--- src/common/mesm_defs.svh ---
// Constants for the monitor error status and masking block
`ifndef MESM_DEFS_SVH
`define MESM_DEFS_SVH
// Register offsets (byte addresses)
`define MESM_A_CFG        8'h00
`define MESM_A_STCTL      8'h04
`define MESM_A_SLEEP      8'h08
`define MESM_A_SLPMSK     8'h0c
`define MESM_A_GPIMSK     8'h10
`define MESM_A_MISCMSK    8'h14
`define MESM_A_MST_LO     8'h20
`define MESM_A_MST_HI     8'h24
`define MESM_A_HST_LO     8'h28
`define MESM_A_HST_HI     8'h2c
`define MESM_A_VLIM       8'h40
`define MESM_A_TLIM       8'h44
`define MESM_A_TACHLIM    8'h48
`define MESM_A_USRLIM     8'h4c
`define MESM_A_CHSEL      8'h50
`define MESM_A_VALUE      8'h80
// Field positions
`define MESM_B_ALERT_EN   0
`define MESM_B_ASF        0
// Masking values and reset defaults
`define MESM_VMASK        8'hff
`define MESM_TMASK        8'h80
`define MESM_FMASK        8'hff
`define MESM_SLEEP_DEEP   3'h5
`define MESM_SLEEP_RST    3'h0
// Timing
`define MESM_CLK_MHZ      100
`define MESM_PASS_MS      100
`define MESM_EXTRST_US    10
`endif

--- src/common/mesm_pkg.sv ---
// Types for the monitor error status and masking block
package mesm_pkg;
  typedef enum logic [1:0]
  {
    MESM_IDLE = 2'b00,
    MESM_CONV = 2'b01,
    MESM_POST = 2'b10
  } mesm_seq_t;
  // One posted conversion result
  typedef struct packed
  {
    logic       valid;
    logic [4:0] chan;
    logic [7:0] data;
  } mesm_result_t;
endpackage

--- src/logic/mesm_sequencer.sv ---
// Round-robin conversion sequencer
`timescale 1ns/10ps
`include "mesm_defs.svh"
module mesm_sequencer
  import mesm_pkg::*;
#(
  parameter int CONV_CYCLES = 40000
)
(
  input  wire logic         clk_sys_in,
  input  wire logic         resetn_in,
  input  wire logic [3:0]   sel_in,       // 0:zone1b 1:zone2b 2:analog_input_first 3:ain2
  input  wire logic [151:0] sample_in,    // Converter result per slot, 19 bytes
  output mesm_result_t      result_out
);
  initial if (CONV_CYCLES < 2 || 64'(CONV_CYCLES) * 21 >=
      64'(`MESM_PASS_MS) * 1000 * `MESM_CLK_MHZ)
    $error("mesm_sequencer: conversion time cannot fit a pass");
  // Slots: 0 internal,1 z1a,2 z1b,3 z2a,4 z2b,5..20 analog 1..16
  logic [4:0]  slot_ff;     // Current slot
  logic [31:0] cnt_ff;      // Conversion timer
  mesm_seq_t   st_ff;       // Sequencer state
  logic [4:0]  nxt_slot;

  // Skip unselected slots
  function automatic logic skip(input logic [4:0] s, input logic [3:0] sel);
    skip = (s == 5'h02 && !sel[0]) || (s == 5'h04 && !sel[1]) ||
           (s == 5'h05 && !sel[2]) || (s == 5'h06 && !sel[3]);
  endfunction

  always_comb
  begin
    nxt_slot = (slot_ff == 5'h14) ? 5'h00 : slot_ff + 5'h01;
    // Zone 2b, analog 1 and analog 2 may all be off: up to three skips
    for (int i = 0; i < 3; i++)
    begin
      if (skip(nxt_slot, sel_in))
      begin
        nxt_slot = nxt_slot + 5'h01;
      end
    end
  end

  // Starts on its own after reset and loops forever [RULE1] [RULE2]
  always_ff @(posedge clk_sys_in or negedge resetn_in)
  begin
    if (!resetn_in)
    begin
      st_ff      <= MESM_IDLE;
      slot_ff    <= 5'h00;
      cnt_ff     <= 32'h0;
      result_out <= '0;
    end
    else
    begin
      result_out.valid <= 1'b0;
      case (st_ff)
        MESM_IDLE:
        begin
          cnt_ff <= 32'h0;
          st_ff  <= MESM_CONV;
        end
        MESM_CONV:
        begin
          cnt_ff <= cnt_ff + 32'h1;
          if (cnt_ff == 32'(CONV_CYCLES - 2))
          begin
            st_ff <= MESM_POST;
          end
        end
        MESM_POST:
        begin
          // Temperature slots map to zone order, analog to channels 5..20
          result_out.valid <= 1'b1;
          result_out.chan  <= slot_ff;
          result_out.data  <= (slot_ff == 5'h00) ? sample_in[7:0] :
                              sample_in[8*(slot_ff - (slot_ff > 5'h02 ? 5'h02 : 5'h00)) +: 8];
          slot_ff <= nxt_slot;
          cnt_ff  <= 32'h0;
          st_ff   <= MESM_CONV;
        end
        default:
        begin
          st_ff <= MESM_IDLE;
        end
      endcase
    end
  end
endmodule

--- src/logic/mesm_top.sv ---
// Error status, masking and alert logic of the hardware monitor
`timescale 1ns/10ps
`include "mesm_defs.svh"
// What this block does
// [RULE1] Monitor from reset, pass under 100 ms
// [RULE2] Fixed conversion order, optional channels skipped
// [RULE3] Results readable in value registers anytime
// [RULE4] Two status banks: management and host
// [RULE5] Status bits sticky until software clears
// [RULE6] Write one clears if event inactive
// [RULE7] Clearing one bank leaves other alone
// [RULE8] Mode bit makes management status read-clear; here only the low word, not the fixed throttle bits
// [RULE9] Masked events never set status bits
// [RULE10] Masking keeps already set bits
// [RULE11] Voltage high limit FFh masks voltage
// [RULE12] Temperature limit 80h masks temperature, diode
// [RULE13] Input mask bits suppress input errors
// [RULE14] User throttle limit FFh masks user bit
// [RULE15] Fixed throttle bits unmaskable, never alert
// [RULE16] Tach limit FFh masks tach errors
// [RULE17] Regulator-hot and inputs have mask bits
// [RULE18] Alert disabled until enable bit set
// [RULE19] Software writes sleep state register
// [RULE20] Sleep state masks fixed or optional events
// [RULE21] External reset loads deepest sleep after 10 us
// [RULE22] Alert follows enabled unmasked status bits
module mesm_top
  import mesm_pkg::*;
#(
  parameter int CONV_CYCLES = 40000,   // Cycles per conversion slot
  parameter int EXTRST_CYC  = `MESM_EXTRST_US * `MESM_CLK_MHZ
)
(
  input  wire logic         clk_sys_in,
  input  wire logic         resetn_in,         // Power-on reset
  input  wire logic         ext_resetn_in,     // External reset input, low active
  input  wire logic [7:0]   addr_in,
  input  wire logic [31:0]  wdata_in,
  input  wire logic         wr_in,
  input  wire logic         rd_in,
  output logic      [31:0]  rdata_out,
  input  wire logic [151:0] sample_in,         // Converter results
  input  wire logic [7:0]   volt_evt_in,       // Voltage over limit, channels 0..7
  input  wire logic [3:0]   temp_evt_in,       // Temperature over limit
  input  wire logic [3:0]   diode_evt_in,      // Diode fault
  input  wire logic [3:0]   tach_evt_in,       // Tach under limit
  input  wire logic [7:0]   gpi_evt_in,        // General input events
  input  wire logic [1:0]   regulator_hot_input,
  input  wire logic [1:0]   processor_throttle_signal,
  input  wire logic         user_throttle_in,  // Throttling past user limit
  output logic              mgmt_error_output,
  output logic              host_err_out,
  output logic              alert_n_out,       // Open-drain alert, low active
  output logic              alert_oe_n_out     // Low while pin driven
);
  // Refuse timings that the 16-bit reset timer or the sequencer cannot hold
  initial
  begin
    if (EXTRST_CYC < 1 || EXTRST_CYC > 65535 || CONV_CYCLES < 2)
    begin
      $error("mesm_top: bad parameters");
    end
  end

  // Error word: [7:0] volt [11:8] temp [15:12] diode [19:16] tach
  // [27:20] gpi, [29:28] reg hot, [30] user thr; hi word [1:0] fixed thr
  logic [31:0] evt;          // Raw events, one bit each
  logic [31:0] mask;         // Combined mask
  logic [31:0] mst_ff;       // Management status bank
  logic [31:0] hst_ff;       // Host status bank
  logic [1:0]  thr_m_ff;     // Fixed throttle bits, management
  logic [1:0]  thr_h_ff;     // Fixed throttle bits, host
  logic        alert_en_ff;  // Alert enable
  logic        asf_ff;       // Read-to-clear mode
  logic [2:0]  sleep_ff;     // Sleep state
  logic [7:0]  slpmsk_ff;    // Optional sleep masks
  logic [7:0]  gpimsk_ff;    // Input masks
  logic [7:0]  miscmsk_ff;   // Regulator-hot masks in [1:0]
  // Limit and value storage
  logic [7:0]  vlim_ff [8];  // Voltage high limits
  logic [7:0]  tlim_ff [4];  // Temperature high limits
  logic [7:0]  flim_ff [4];  // Tach limits
  logic [7:0]  usrlim_ff;    // User throttle limit
  logic [3:0]  chsel_ff;     // Optional channel select
  logic [7:0]  value_ff [21];// Value registers
  logic [15:0] ext_cnt_ff;   // External reset timer
  logic        ext_done_ff;  // Timer fired for this assertion
  mesm_result_t res;
  logic        wsel_m, wsel_h, rclr_m;

  // Sequencer restarts on power-on reset only; the external reset leaves it
  mesm_sequencer #(.CONV_CYCLES(CONV_CYCLES)) u_seq
  (
    .clk_sys_in (clk_sys_in),
    .resetn_in  (resetn_in),
    .sel_in     (chsel_ff),
    .sample_in  (sample_in),
    .result_out (res)
  );

  // No reset here: a value reads unknown until the first pass reaches it
  // Store each posted result [RULE3]
  always_ff @(posedge clk_sys_in)
  begin
    if (res.valid)
    begin
      value_ff[res.chan] <= res.data;
    end
  end

  // Events in status bit order; the spare top bit is always masked
  assign evt = {1'b0, user_throttle_in, regulator_hot_input, gpi_evt_in, tach_evt_in,
                diode_evt_in, temp_evt_in, volt_evt_in};

  // Sleep masks: deep states always hide voltage and tach; optional mask
  // bits hide temp, gpi, regulator-hot in any nonzero state [RULE20]
  // An awake system (state 0) never hides anything through sleep
  function automatic logic [31:0] sleep_mask(input logic [2:0] s, input logic [7:0] m);
    sleep_mask = '0;
    if (s >= 3'h3)
    begin
      sleep_mask[7:0]   = 8'hff;
      sleep_mask[19:16] = 4'hf;
    end
    if (s != 3'h0)
    begin
      sleep_mask[15:8]  = m[0] ? 8'hff : 8'h00;
      sleep_mask[27:20] = m[1] ? 8'hff : 8'h00;
      sleep_mask[29:28] = m[2] ? 2'h3 : 2'h0;
    end
  endfunction

  always_comb
  begin
    // Sleep, limits at masking values and mask registers combine by OR
    mask = sleep_mask(sleep_ff, slpmsk_ff);
    for (int i = 0; i < 8; i++)
    begin
      mask[i] = mask[i] | (vlim_ff[i] == `MESM_VMASK);       // [RULE11]
    end
    for (int i = 0; i < 4; i++)
    begin
      mask[8+i]  = mask[8+i]  | (tlim_ff[i] == `MESM_TMASK); // [RULE12]
      mask[12+i] = mask[12+i] | (tlim_ff[i] == `MESM_TMASK); // [RULE12]
      mask[16+i] = mask[16+i] | (flim_ff[i] == `MESM_FMASK); // [RULE16]
    end
    mask[27:20] = mask[27:20] | gpimsk_ff;                   // [RULE13] [RULE17]
    mask[29:28] = mask[29:28] | miscmsk_ff[1:0];             // [RULE17]
    mask[30]    = usrlim_ff == `MESM_VMASK;                  // [RULE14]
    mask[31]    = 1'b1;
  end

  // Clear strobes; only the low word of each bank takes event bits
  assign wsel_m = wr_in && addr_in == `MESM_A_MST_LO;
  assign wsel_h = wr_in && addr_in == `MESM_A_HST_LO;
  assign rclr_m = rd_in && asf_ff && addr_in == `MESM_A_MST_LO;

  // Management bank: sticky, set beats clear, unmasked only [RULE4] [RULE5] [RULE9] [RULE10]
  always_ff @(posedge clk_sys_in or negedge resetn_in)
  begin
    if (!resetn_in)
    begin
      mst_ff <= 32'h0;
    end
    else
    begin
      // Clear needs inactive event; read clears in mode [RULE6] [RULE8]
      // A clear that meets a live event is lost: software retries later
      mst_ff <= (mst_ff & ~(((wsel_m ? wdata_in : 32'h0) | (rclr_m ? 32'hffffffff : 32'h0))
                & ~evt)) | (evt & ~mask);
    end
  end

  // Host bank; independent of management clears [RULE4] [RULE7]
  // Reads never clear here, whatever the read-clear mode says
  always_ff @(posedge clk_sys_in or negedge resetn_in)
  begin
    if (!resetn_in)
    begin
      hst_ff <= 32'h0;
    end
    else
    begin
      hst_ff <= (hst_ff & ~((wsel_h ? wdata_in : 32'h0) & ~evt)) | (evt & ~mask); // [RULE6]
    end
  end

  // Fixed throttle bits: no mask at all [RULE15]
  // They stick and clear by write like the others but feed only the read port
  always_ff @(posedge clk_sys_in or negedge resetn_in)
  begin
    if (!resetn_in)
    begin
      thr_m_ff <= 2'h0;
      thr_h_ff <= 2'h0;
    end
    else
    begin
      thr_m_ff <= (thr_m_ff & ~(((wr_in && addr_in == `MESM_A_MST_HI) ? wdata_in[1:0] : 2'h0)
                  & ~processor_throttle_signal)) | processor_throttle_signal;
      thr_h_ff <= (thr_h_ff & ~(((wr_in && addr_in == `MESM_A_HST_HI) ? wdata_in[1:0] : 2'h0)
                  & ~processor_throttle_signal)) | processor_throttle_signal;
    end
  end

  // External reset timer loads deepest sleep [RULE21]
  // Counts only while the pin stays low; a short pulse loads nothing
  always_ff @(posedge clk_sys_in or negedge resetn_in)
  begin
    if (!resetn_in)
    begin
      ext_cnt_ff  <= 16'h0;
      ext_done_ff <= 1'b0;
    end
    else if (ext_resetn_in)
    begin
      ext_cnt_ff  <= 16'h0;
      ext_done_ff <= 1'b0;
    end
    else if (!ext_done_ff)
    begin
      ext_cnt_ff  <= ext_cnt_ff + 16'h1;
      ext_done_ff <= ext_cnt_ff == 16'(EXTRST_CYC - 1);
    end
  end

  // Setup and mask registers; limits default to masking values
  // Limit writes carry the channel index above the value byte
  always_ff @(posedge clk_sys_in or negedge resetn_in)
  begin
    if (!resetn_in)
    begin
      alert_en_ff <= 1'b0;                    // [RULE18]
      asf_ff      <= 1'b0;
      slpmsk_ff   <= 8'h00;
      gpimsk_ff   <= 8'h00;
      miscmsk_ff  <= 8'h00;
      usrlim_ff   <= `MESM_VMASK;
      chsel_ff    <= 4'hf;
      // Limits start masked, so voltage, temperature, diode, tach and user events stay masked before setup
      for (int i = 0; i < 8; i++)
      begin
        vlim_ff[i] <= `MESM_VMASK;            // [RULE11]
      end
      for (int i = 0; i < 4; i++)
      begin
        tlim_ff[i] <= `MESM_TMASK;            // [RULE12]
        flim_ff[i] <= `MESM_FMASK;            // [RULE16]
      end
    end
    else if (wr_in)
    begin
      case (addr_in)
        `MESM_A_CFG:     alert_en_ff <= wdata_in[`MESM_B_ALERT_EN]; // [RULE18]
        `MESM_A_STCTL:   asf_ff      <= wdata_in[`MESM_B_ASF];
        `MESM_A_SLPMSK:  slpmsk_ff   <= wdata_in[7:0];
        `MESM_A_GPIMSK:  gpimsk_ff   <= wdata_in[7:0];
        `MESM_A_MISCMSK: miscmsk_ff  <= wdata_in[7:0];
        `MESM_A_USRLIM:  usrlim_ff   <= wdata_in[7:0];
        `MESM_A_CHSEL:   chsel_ff    <= wdata_in[3:0];
        `MESM_A_VLIM:    vlim_ff[wdata_in[10:8]] <= wdata_in[7:0];
        `MESM_A_TLIM:    tlim_ff[wdata_in[9:8]]  <= wdata_in[7:0];
        `MESM_A_TACHLIM: flim_ff[wdata_in[9:8]]  <= wdata_in[7:0];
        default:         ;
      endcase
    end
  end

  // Sleep state: power-on reset gives the awake state, then software or ext reset
  // The timer load wins over a software write in the same cycle
  always_ff @(posedge clk_sys_in or negedge resetn_in)
  begin
    if (!resetn_in)
    begin
      sleep_ff <= `MESM_SLEEP_RST;
    end
    else if (!ext_resetn_in && !ext_done_ff && ext_cnt_ff == 16'(EXTRST_CYC - 1))
    begin
      sleep_ff <= `MESM_SLEEP_DEEP;            // [RULE21]
    end
    else if (wr_in && addr_in == `MESM_A_SLEEP)
    begin
      sleep_ff <= wdata_in[2:0];               // [RULE19]
    end
  end

  // Read port, one cycle later; unmapped reads zero
  // No side effect here; the read-clear sits in the bank logic
  always_ff @(posedge clk_sys_in or negedge resetn_in)
  begin
    if (!resetn_in)
    begin
      rdata_out <= 32'h0;
    end
    else
    begin
      rdata_out <= 32'h0;
      if (rd_in)
      begin
        case (addr_in)
          `MESM_A_CFG:     rdata_out <= {31'h0, alert_en_ff};
          `MESM_A_STCTL:   rdata_out <= {31'h0, asf_ff};
          `MESM_A_SLEEP:   rdata_out <= {29'h0, sleep_ff};
          `MESM_A_SLPMSK:  rdata_out <= {24'h0, slpmsk_ff};
          `MESM_A_GPIMSK:  rdata_out <= {24'h0, gpimsk_ff};
          `MESM_A_MISCMSK: rdata_out <= {24'h0, miscmsk_ff};
          `MESM_A_USRLIM:  rdata_out <= {24'h0, usrlim_ff};
          `MESM_A_CHSEL:   rdata_out <= {28'h0, chsel_ff};
          `MESM_A_MST_LO:  rdata_out <= mst_ff;
          `MESM_A_MST_HI:  rdata_out <= {30'h0, thr_m_ff};
          `MESM_A_HST_LO:  rdata_out <= hst_ff;
          `MESM_A_HST_HI:  rdata_out <= {30'h0, thr_h_ff};
          default:
          begin
            // Value registers from 80h, one word per slot [RULE3]
            if (addr_in >= `MESM_A_VALUE && addr_in[7:2] < 6'h35 && addr_in[1:0] == 2'h0)
            begin
              rdata_out <= {24'h0, value_ff[5'(addr_in[6:2])]};
            end
          end
        endcase
      end
    end
  end

  // Error and alert outputs; fixed throttle bits excluded [RULE15] [RULE22]
  // Pin level stays low and only the enable moves, so the line never
  // sees a short glitch when the alert starts
  always_ff @(posedge clk_sys_in or negedge resetn_in)
  begin
    if (!resetn_in)
    begin
      mgmt_error_output <= 1'b0;
      host_err_out      <= 1'b0;
      alert_n_out       <= 1'b1;
      alert_oe_n_out    <= 1'b1;
    end
    else
    begin
      mgmt_error_output <= |mst_ff;
      host_err_out      <= |hst_ff;
      alert_n_out       <= 1'b0;
      alert_oe_n_out    <= !(alert_en_ff && (|mst_ff || |hst_ff)); // [RULE18] [RULE22]
    end
  end
endmodule

--- config.mk ---
export PLATFORM = sky130hd
export DESIGN_NAME = mesm_top
export DESIGN_NICKNAME = d
export VERILOG_FILES = /design/src/common/mesm_pkg.sv /design/src/logic/mesm_sequencer.sv /design/src/logic/mesm_top.sv
export VERILOG_INCLUDE_DIRS = /design/src /design/src/common
export SDC_FILE = /design/constraint.sdc
export NUM_CORES = 1
export LEC_CHECK = 0
export BUFFER_PORTS_ARGS = -buffer_cell sky130_fd_sc_hd__clkbuf_2
export CAP_MARGIN = 20
export CORE_MARGIN = 1
export CORE_UTILIZATION = 41
export DETAILED_ROUTE_END_ITERATION = 10
export PLACE_DENSITY = 0.66
export SETUP_SLACK_MARGIN = 0.2
export SLEW_MARGIN = 5
export SYNTH_ARGS = -nofsm -noshare
export SYNTH_HDL_FRONTEND = slang
export SYNTH_HIERARCHICAL = 1
export SYNTH_SLANG_ARGS = --single-unit
--- constraint.sdc ---
create_clock -name clk_sys_in -period 7.7 [get_ports clk_sys_in]
set_input_delay 1.54 -clock clk_sys_in [delete_from_list [all_inputs] [get_ports clk_sys_in]]
set_output_delay 1.54 -clock clk_sys_in [all_outputs]
set_load 0.02 [all_outputs]
==> results of run 1 <==
layout by cell type, fill, tap and decap left out, types with 23 or more instances in the layout:
master and count:
nand3_1 35, nor2_1 99, edfxtp_1 168, buf_4 23, mux4_2 76, clkbuf_16 56, nand2b_1 32, inv_1 41
nor4_1 37, nand2_1 134, nor3_1 23, dfrtp_1 228, xnor2_1 31, nand4_1 45, dfstp_2 114, mux2_2 168
mux2i_1 34, and2_1 27, a21oi_1 69, a22oi_1 35, clkbuf_2 263, o21ai_0 80
cells by family (layout without fill, tap and decap cells):
group,Yosys count,count (layout),share of synthesized area (%)
simple gates,545,545,12.23
flops,511,511,57.84
compound gates,296,296,8.093
mux,286,286,17.07
buf+inv,149,430,2.580
xor+xnor,41,41,1.540
fa+ha+maj,12,12,0.6306
other cells,1,4,0.01575
path summary, 6_finish.rpt:
kind	start	end	slack (ns)	depth (start not counted)
worst max-delay path	u_seq/slot_ff[0]	u_seq/slot_ff[0]	3.36	12
worst min-delay path	thr_m_ff[0]	thr_m_ff[0]	0.48	1
worst max register to register	u_seq/slot_ff[0]	u_seq/slot_ff[0]	3.36	12
worst min register to register	thr_m_ff[0]	thr_m_ff[0]	0.48	1
max in group asynchronous	resetn_in	gpimsk_ff[0]	5.29	2
min in group asynchronous	resetn_in	ext_cnt_ff[8]	0.88	1
final cells by class:
type,instances,area (sq um)
flip-flops and latches,511,13770
diodes,3,7.507
clock inverters,17,197.7
well taps,756,945.9
fillers,4975,29290
repair buffers,288,1524
multi-input cells,1181,9444
clock buffers,82,1589
inverters,43,161.4
sequential cells by signal, summed over array words and instances (netlist names), 32 cells and up:
register / cells
hst_ff: 32
flim_ff: 32
mst_ff: 32
vlim_ff: 64
value_ff: 168
u_seq/cnt_ff: 32
rdata_out: 32
tlim_ff: 32
cell usage after synthesis, types with 6 or more instances:
library cell,n
o211ai_1,15
edfxtp_1,168
xor2_1,9
mux4_2,76
buf_1,8
nor2b_1,18
dfstp_2,114
nor2_1,99
nand3b_1,16
and2_1,27
a2bb2oi_1,7
nand2_1,134
ha_1,12
a21oi_1,69
nor4b_1,9
clkbuf_1,79
dfrtp_1,229
o2bb2ai_1,10
nor3_1,23
nand3_1,35
nand4b_1,10
mux2_2,168
mux2_4,8
o21ai_0,80
mux2i_1,34
nor4_1,37
nand2b_1,32
a22oi_1,35
a21boi_1,6
or3_1,15
and3_1,9
inv_1,41
a221oi_1,9
buf_2,14
o21ai_1,9
nand4_1,45
a22o_1,9
xnor2_1,31
where the power goes:
| group | leakage, nW | internal [mW] | total [mW] | switching, mW |
|---|---|---|---|---|
| combinational | 4.67 | 0.109 | 0.271 | 0.161 |
| clock | 0.868 | 1.53 | 2.61 | 1.08 |
| sequential | 5.84 | 2.82 | 2.84 | 0.0177 |
| total | 11.4 | 4.46 | 5.72 | 1.26 |
routing by layer:
layer | up-vias | share of wire (%) | track usage (%) | routed length (microns)
met2 | 696 | 48 | 34.08 | 29220
met1 | 8183 | 42 | 27.56 | 25730
met4 | 2 | 4.0 | 8.583 | 2427
met5 | - | 0.021 | 0 | 13
met3 | 122 | 6.5 | 3.627 | 3997
li1 | 7387 | - | - | -
==> impl_metrics.json, run 1 <==
{
  "synth_enable_flop_cells": 168,
  "cp_slowest_stage_delay_ns": 0.89,
  "ys_async_sr_fraction_pct": 67.12,
  "tightest_slew_ns": 1.097,
  "place_area_sq_um": 25850,
  "post_drt_wl_per_cell_microns": 21.31,
  "crit_type": "reg2reg",
  "postCtsSetupRepairBufs": 0,
  "critical_path.slowest_cell": "a222oi_1",
  "h-tree-depth": 2,
  "cp.arrival_ns": 4.81,
  "dp.cells": 2779,
  "synth_seq_area_share_pct": 57.84,
  "cts_buffers": 53,
  "yosysWarnings": 6,
  "antenna_found_initial": 3,
  "hp-class": "reg2reg",
  "setup_viol": 0,
  "drc": 0,
  "synth_ff_type": "dfrtp_1",
  "cts_tree": "yes",
  "final.setup.tns_ns": 0,
  "cts_root_buffer": "clkbuf_16",
  "area_delta_synth_final_pct": 16.10,
  "cts_resized": 0,
  "stdcell_count": 2881,
  "die_area_sq_um": 59030,
  "min_period_ns": 4.344,
  "clock_latency_ns": 0.61,
  "routed_via_density": 5.689,
  "antenna_left": 0,
  "synthCells": 1841,
  "synthesis.nets": 2083,
  "grt_first_pass_wirelength_mm": 96.17,
  "die-height_microns": 243.0,
  "clock_sinks": 511,
  "setup_slack_ns": 3.356,
  "hold_viol": 0,
  "path_delay_family": "compound AO/OA/AOI/OAI gates",
  "clk_pin_slew_ns": 0.06,
  "grt_use_total_pct": 20.88,
  "netlist_area_sq_um": 23810,
  "vias": 16390,
  "crit_chain": "buf_4, inv_1, ha_1, nand4b_1, nand2_1, ha_1, a222oi_1, o21ai_2, a2111oi_0, a31oi_1, a211oi_2, a211oi_2",
  "start_util_pct": 41.82,
  "post-route-util_pct": 48.55,
  "cts_hold_buf": 0,
  "synth_area_leaders": "dfrtp_1 24%, edfxtp_1 21%, dfstp_2 13%, mux2_2 7.9%, mux4_2 7.2%",
  "finalInstanceArea_sq_um": 27640,
  "grt-ovfl-total": 0,
  "yosysTopAreaCellShare_pct": 24.07,
  "p_leak_nw": 11.38,
  "drtIter0Drc": 1220,
  "ys_types": 82,
  "numPortBuffers": 265,
  "boundaryPins": 266,
  "synth_seq_cells": 511,
  "die_x_microns": 243.0,
  "hpwl_mm": 42.71,
  "startpoint_type": "flip-flop",
  "max-vdd-ir-drop_mv": 0.1513,
  "finalNetCount": 2320,
  "wirelength_mm": 61.39,
  "grt_setup_unrepaired": "no",
  "slew-limit-headroom_pct": 26.85,
  "grt_max_degree": 198,
  "status": "finished, final reports clean",
  "core-area_sq_um": 56930,
  "timing.hold.ws_ns": 0.4836,
  "clock.fmax_ghz": 0.2302,
  "synth.avg_cell_area_sq_um": 12.93,
  "firstDrtPassIters": 5,
  "powerDensity_nw_per_um2": 206.9,
  "critPathCaptureType": "flip-flop",
  "gp_congestion": 0.9274,
  "dp_worst_setup_slack_ns": 3.100,
  "critPathBufInv": 2,
  "cp.required_ns": 8.17,
  "drive_gt1_share_pct": 36.05,
  "grt_pass1_vias": 16641,
  "finalCritPeriodShare_pct": 56.42,
  "synth_largest_area_cell": "dfrtp_1",
  "drv_cap": 0,
  "power_mw": 5.719,
  "clockBufferDepth": 3,
  "final_max_slew_viol_count": 0,
  "clock_skew_ns": 0.02195,
  "cp_max_fo": 44,
  "fp-row-count": 87
}
Note: power is estimated with default switching activity, not from simulation.
==> run 2: changes to the inputs <==
==> constraint.sdc (replaced) <==
create_clock -name clk_sys_in -period 4.1 [get_ports clk_sys_in]
set_input_delay 0.82 -clock clk_sys_in [delete_from_list [all_inputs] [get_ports clk_sys_in]]
set_output_delay 0.82 -clock clk_sys_in [all_outputs]
set_load 0.02 [all_outputs]
==> impl_metrics.json, run 2 (synthesis gave the netlist of run 1 again) <==
{
  "clock_skew_ns": 0.01328,
  "r2r-start": "u_seq/slot_ff[0]",
  "clockBufferDepth": 3,
  "wirelength_mm": 62.53,
  "grt_first_pass_wirelength_mm": 97.10,
  "nFillCells": 4937,
  "routed_via_density": 5.707,
  "rr_endpoint": "u_seq/slot_ff[0]",
  "h-tree-depth": 2,
  "finalNetCount": 2335,
  "grt-ovfl-total": 0,
  "boundaryPins": 266,
  "drc": 0,
  "cts_root_buffer": "clkbuf_16",
  "power_mw": 10.81,
  "register_area_sq_um": 13770,
  "cts_tree": "yes",
  "powerDensity_nw_per_um2": 388.8,
  "area_delta_synth_final_pct": 16.76,
  "hpwl_mm": 43.56,
  "clock_sinks": 511,
  "core-area_sq_um": 56930,
  "antenna_left": 0,
  "vias": 16534,
  "post_drt_wl_per_cell_microns": 21.58,
  "layout_common_cells": "263 x clkbuf_2, 228 x dfrtp_1, 168 x mux2_2, 168 x edfxtp_1, 134 x nand2_1",
  "die_area_sq_um": 59030,
  "start_util_pct": 41.82,
  "rrSetupSlack_ns": 0.75,
  "finalCritPeriodShare_pct": 81.77,
  "slew-limit-headroom_pct": 29.55,
  "ff2ff_path_depth": 13,
  "largest_reg_flops": 168,
  "startpoint_type": "flip-flop",
  "stdcell_count": 2897,
  "max-vdd-ir-drop_mv": 0.3340,
  "final_max_slew_viol_count": 0,
  "die-height_microns": 243.0,
  "multi_input_area_sq_um": 9453,
  "timing.hold.ws_ns": 0.1922,
  "die_x_microns": 243.0,
  "drv_cap": 0,
  "grt_use_total_pct": 21.11,
  "clk_pin_slew_ns": 0.06,
  "crit_type": "reg2reg",
  "cts_hold_buf": 0,
  "antenna_found_initial": 6,
  "critPathCaptureType": "flip-flop",
  "gp_congestion": 0.9429,
  "hp-class": "in2async",
  "hold_viol": 0,
  "drive_gt1_share_pct": 36.37,
  "cts_resized": 0,
  "fp-row-count": 87,
  "cp.arrival_ns": 3.80,
  "clock_latency_ns": 0.59,
  "clock.fmax_ghz": 0.2983,
  "drtIter0Drc": 1144,
  "dp.cells": 2793,
  "grt_setup_unrepaired": "no",
  "tightest_slew_ns": 1.053,
  "critPathCapture": "u_seq/slot_ff[0]",
  "setup_viol": 0,
  "numPortBuffers": 265,
  "status": "finished, final reports clean",
  "firstDrtPassIters": 5,
  "final_common_cell": "clkbuf_2",
  "p_leak_nw": 11.46,
  "postCtsSetupRepairBufs": 0,
  "min_period_ns": 3.353,
  "cp.required_ns": 4.54,
  "top_register": "value_ff",
  "startpoint": "u_seq/slot_ff[0]",
  "grt_max_degree": 103,
  "cp_max_fo": 7,
  "final.setup.tns_ns": 0,
  "cts_buffers": 54,
  "reg.largest.list": "value_ff x168, vlim_ff x64",
  "grt_pass1_vias": 16894
}
==> run 2: cell types whose count changed in the layout (fill, tap and decap cells not counted), moves of 2 or more <==
cell	delta
clkbuf_16	+2
buf_4	+12
clkinv_1	+5
buf_12	+2
clkbuf_8	-3
==> run 2: metal layers <==
layer / GRT usage [%] / vias to the layer above / share of wire [%]
met2: 34.95 / 714 / 48
met5: 0 / - / 0.083
met1: 28.04 / 8289 / 42
met4: 7.769 / 8 / 3.1
met3: 3.273 / 106 / 7.1
li1: - / 7417 / -
==> run 2: worst min-delay path by stage <==
stage                     endpoint  slack (ns)
3_3_place_gp           thr_h_ff[1]        0.47
6_report       u_seq/result_out[7]        0.19
4_1_cts        u_seq/result_out[7]        0.31
3_5_place_dp           thr_m_ff[1]        0.47
2_1_floorplan       alert_oe_n_out        0.41
5_1_grt        u_seq/result_out[7]        0.27
==> run 2: cell type report <==
| class | instances | share of cell area [%] |
|---|---|---|
| flip-flops and latches | 511 | 49.54 |
| multi-input cells | 1181 | 34.00 |
| repair buffers | 302 | 5.950 |
| clock buffers | 82 | 5.761 |
| well taps | 756 | 3.403 |
| inverters | 43 | 0.5806 |
| clock inverters | 20 | 0.7426 |
| diodes | 2 | 0.01800 |
==> run 2: worst max-delay path, cell delays in order, from the launching register on <==
cell       delay (ns)
dfrtp_2          0.40
inv_1            0.21
ha_1             0.30
nand4b_1         0.21
nand2_1          0.21
inv_1            0.11
ha_1             0.23
a222oi_1         0.34
buf_4            0.22
o21ai_2          0.11
a2111oi_0        0.41
a31oi_1          0.09
a211oi_2         0.30
a211oi_2         0.06
==> run 2: report_power, final <==
| part | leakage, nW | switching (mW) | internal, mW |
|---|---|---|---|
| Combinational | 4.75 | 0.310 | 0.213 |
| Sequential | 5.84 | 0.0332 | 5.30 |
| Clock | 0.869 | 2.01 | 2.94 |
| Total | 11.5 | 2.35 | 8.46 |
==> run 2: per-stage QoR <==
stage	utilization, %	instance area (sq um)	worst slack (ns)
2_1_floorplan	-	23810	0.6786
3_3_place_gp	45.65	25990	0.7311
3_5_place_dp	45.65	25990	0.6934
4_1_cts	48.82	27790	0.7886
5_1_grt	48.83	27800	0.4284
6_report	48.83	27800	0.7475
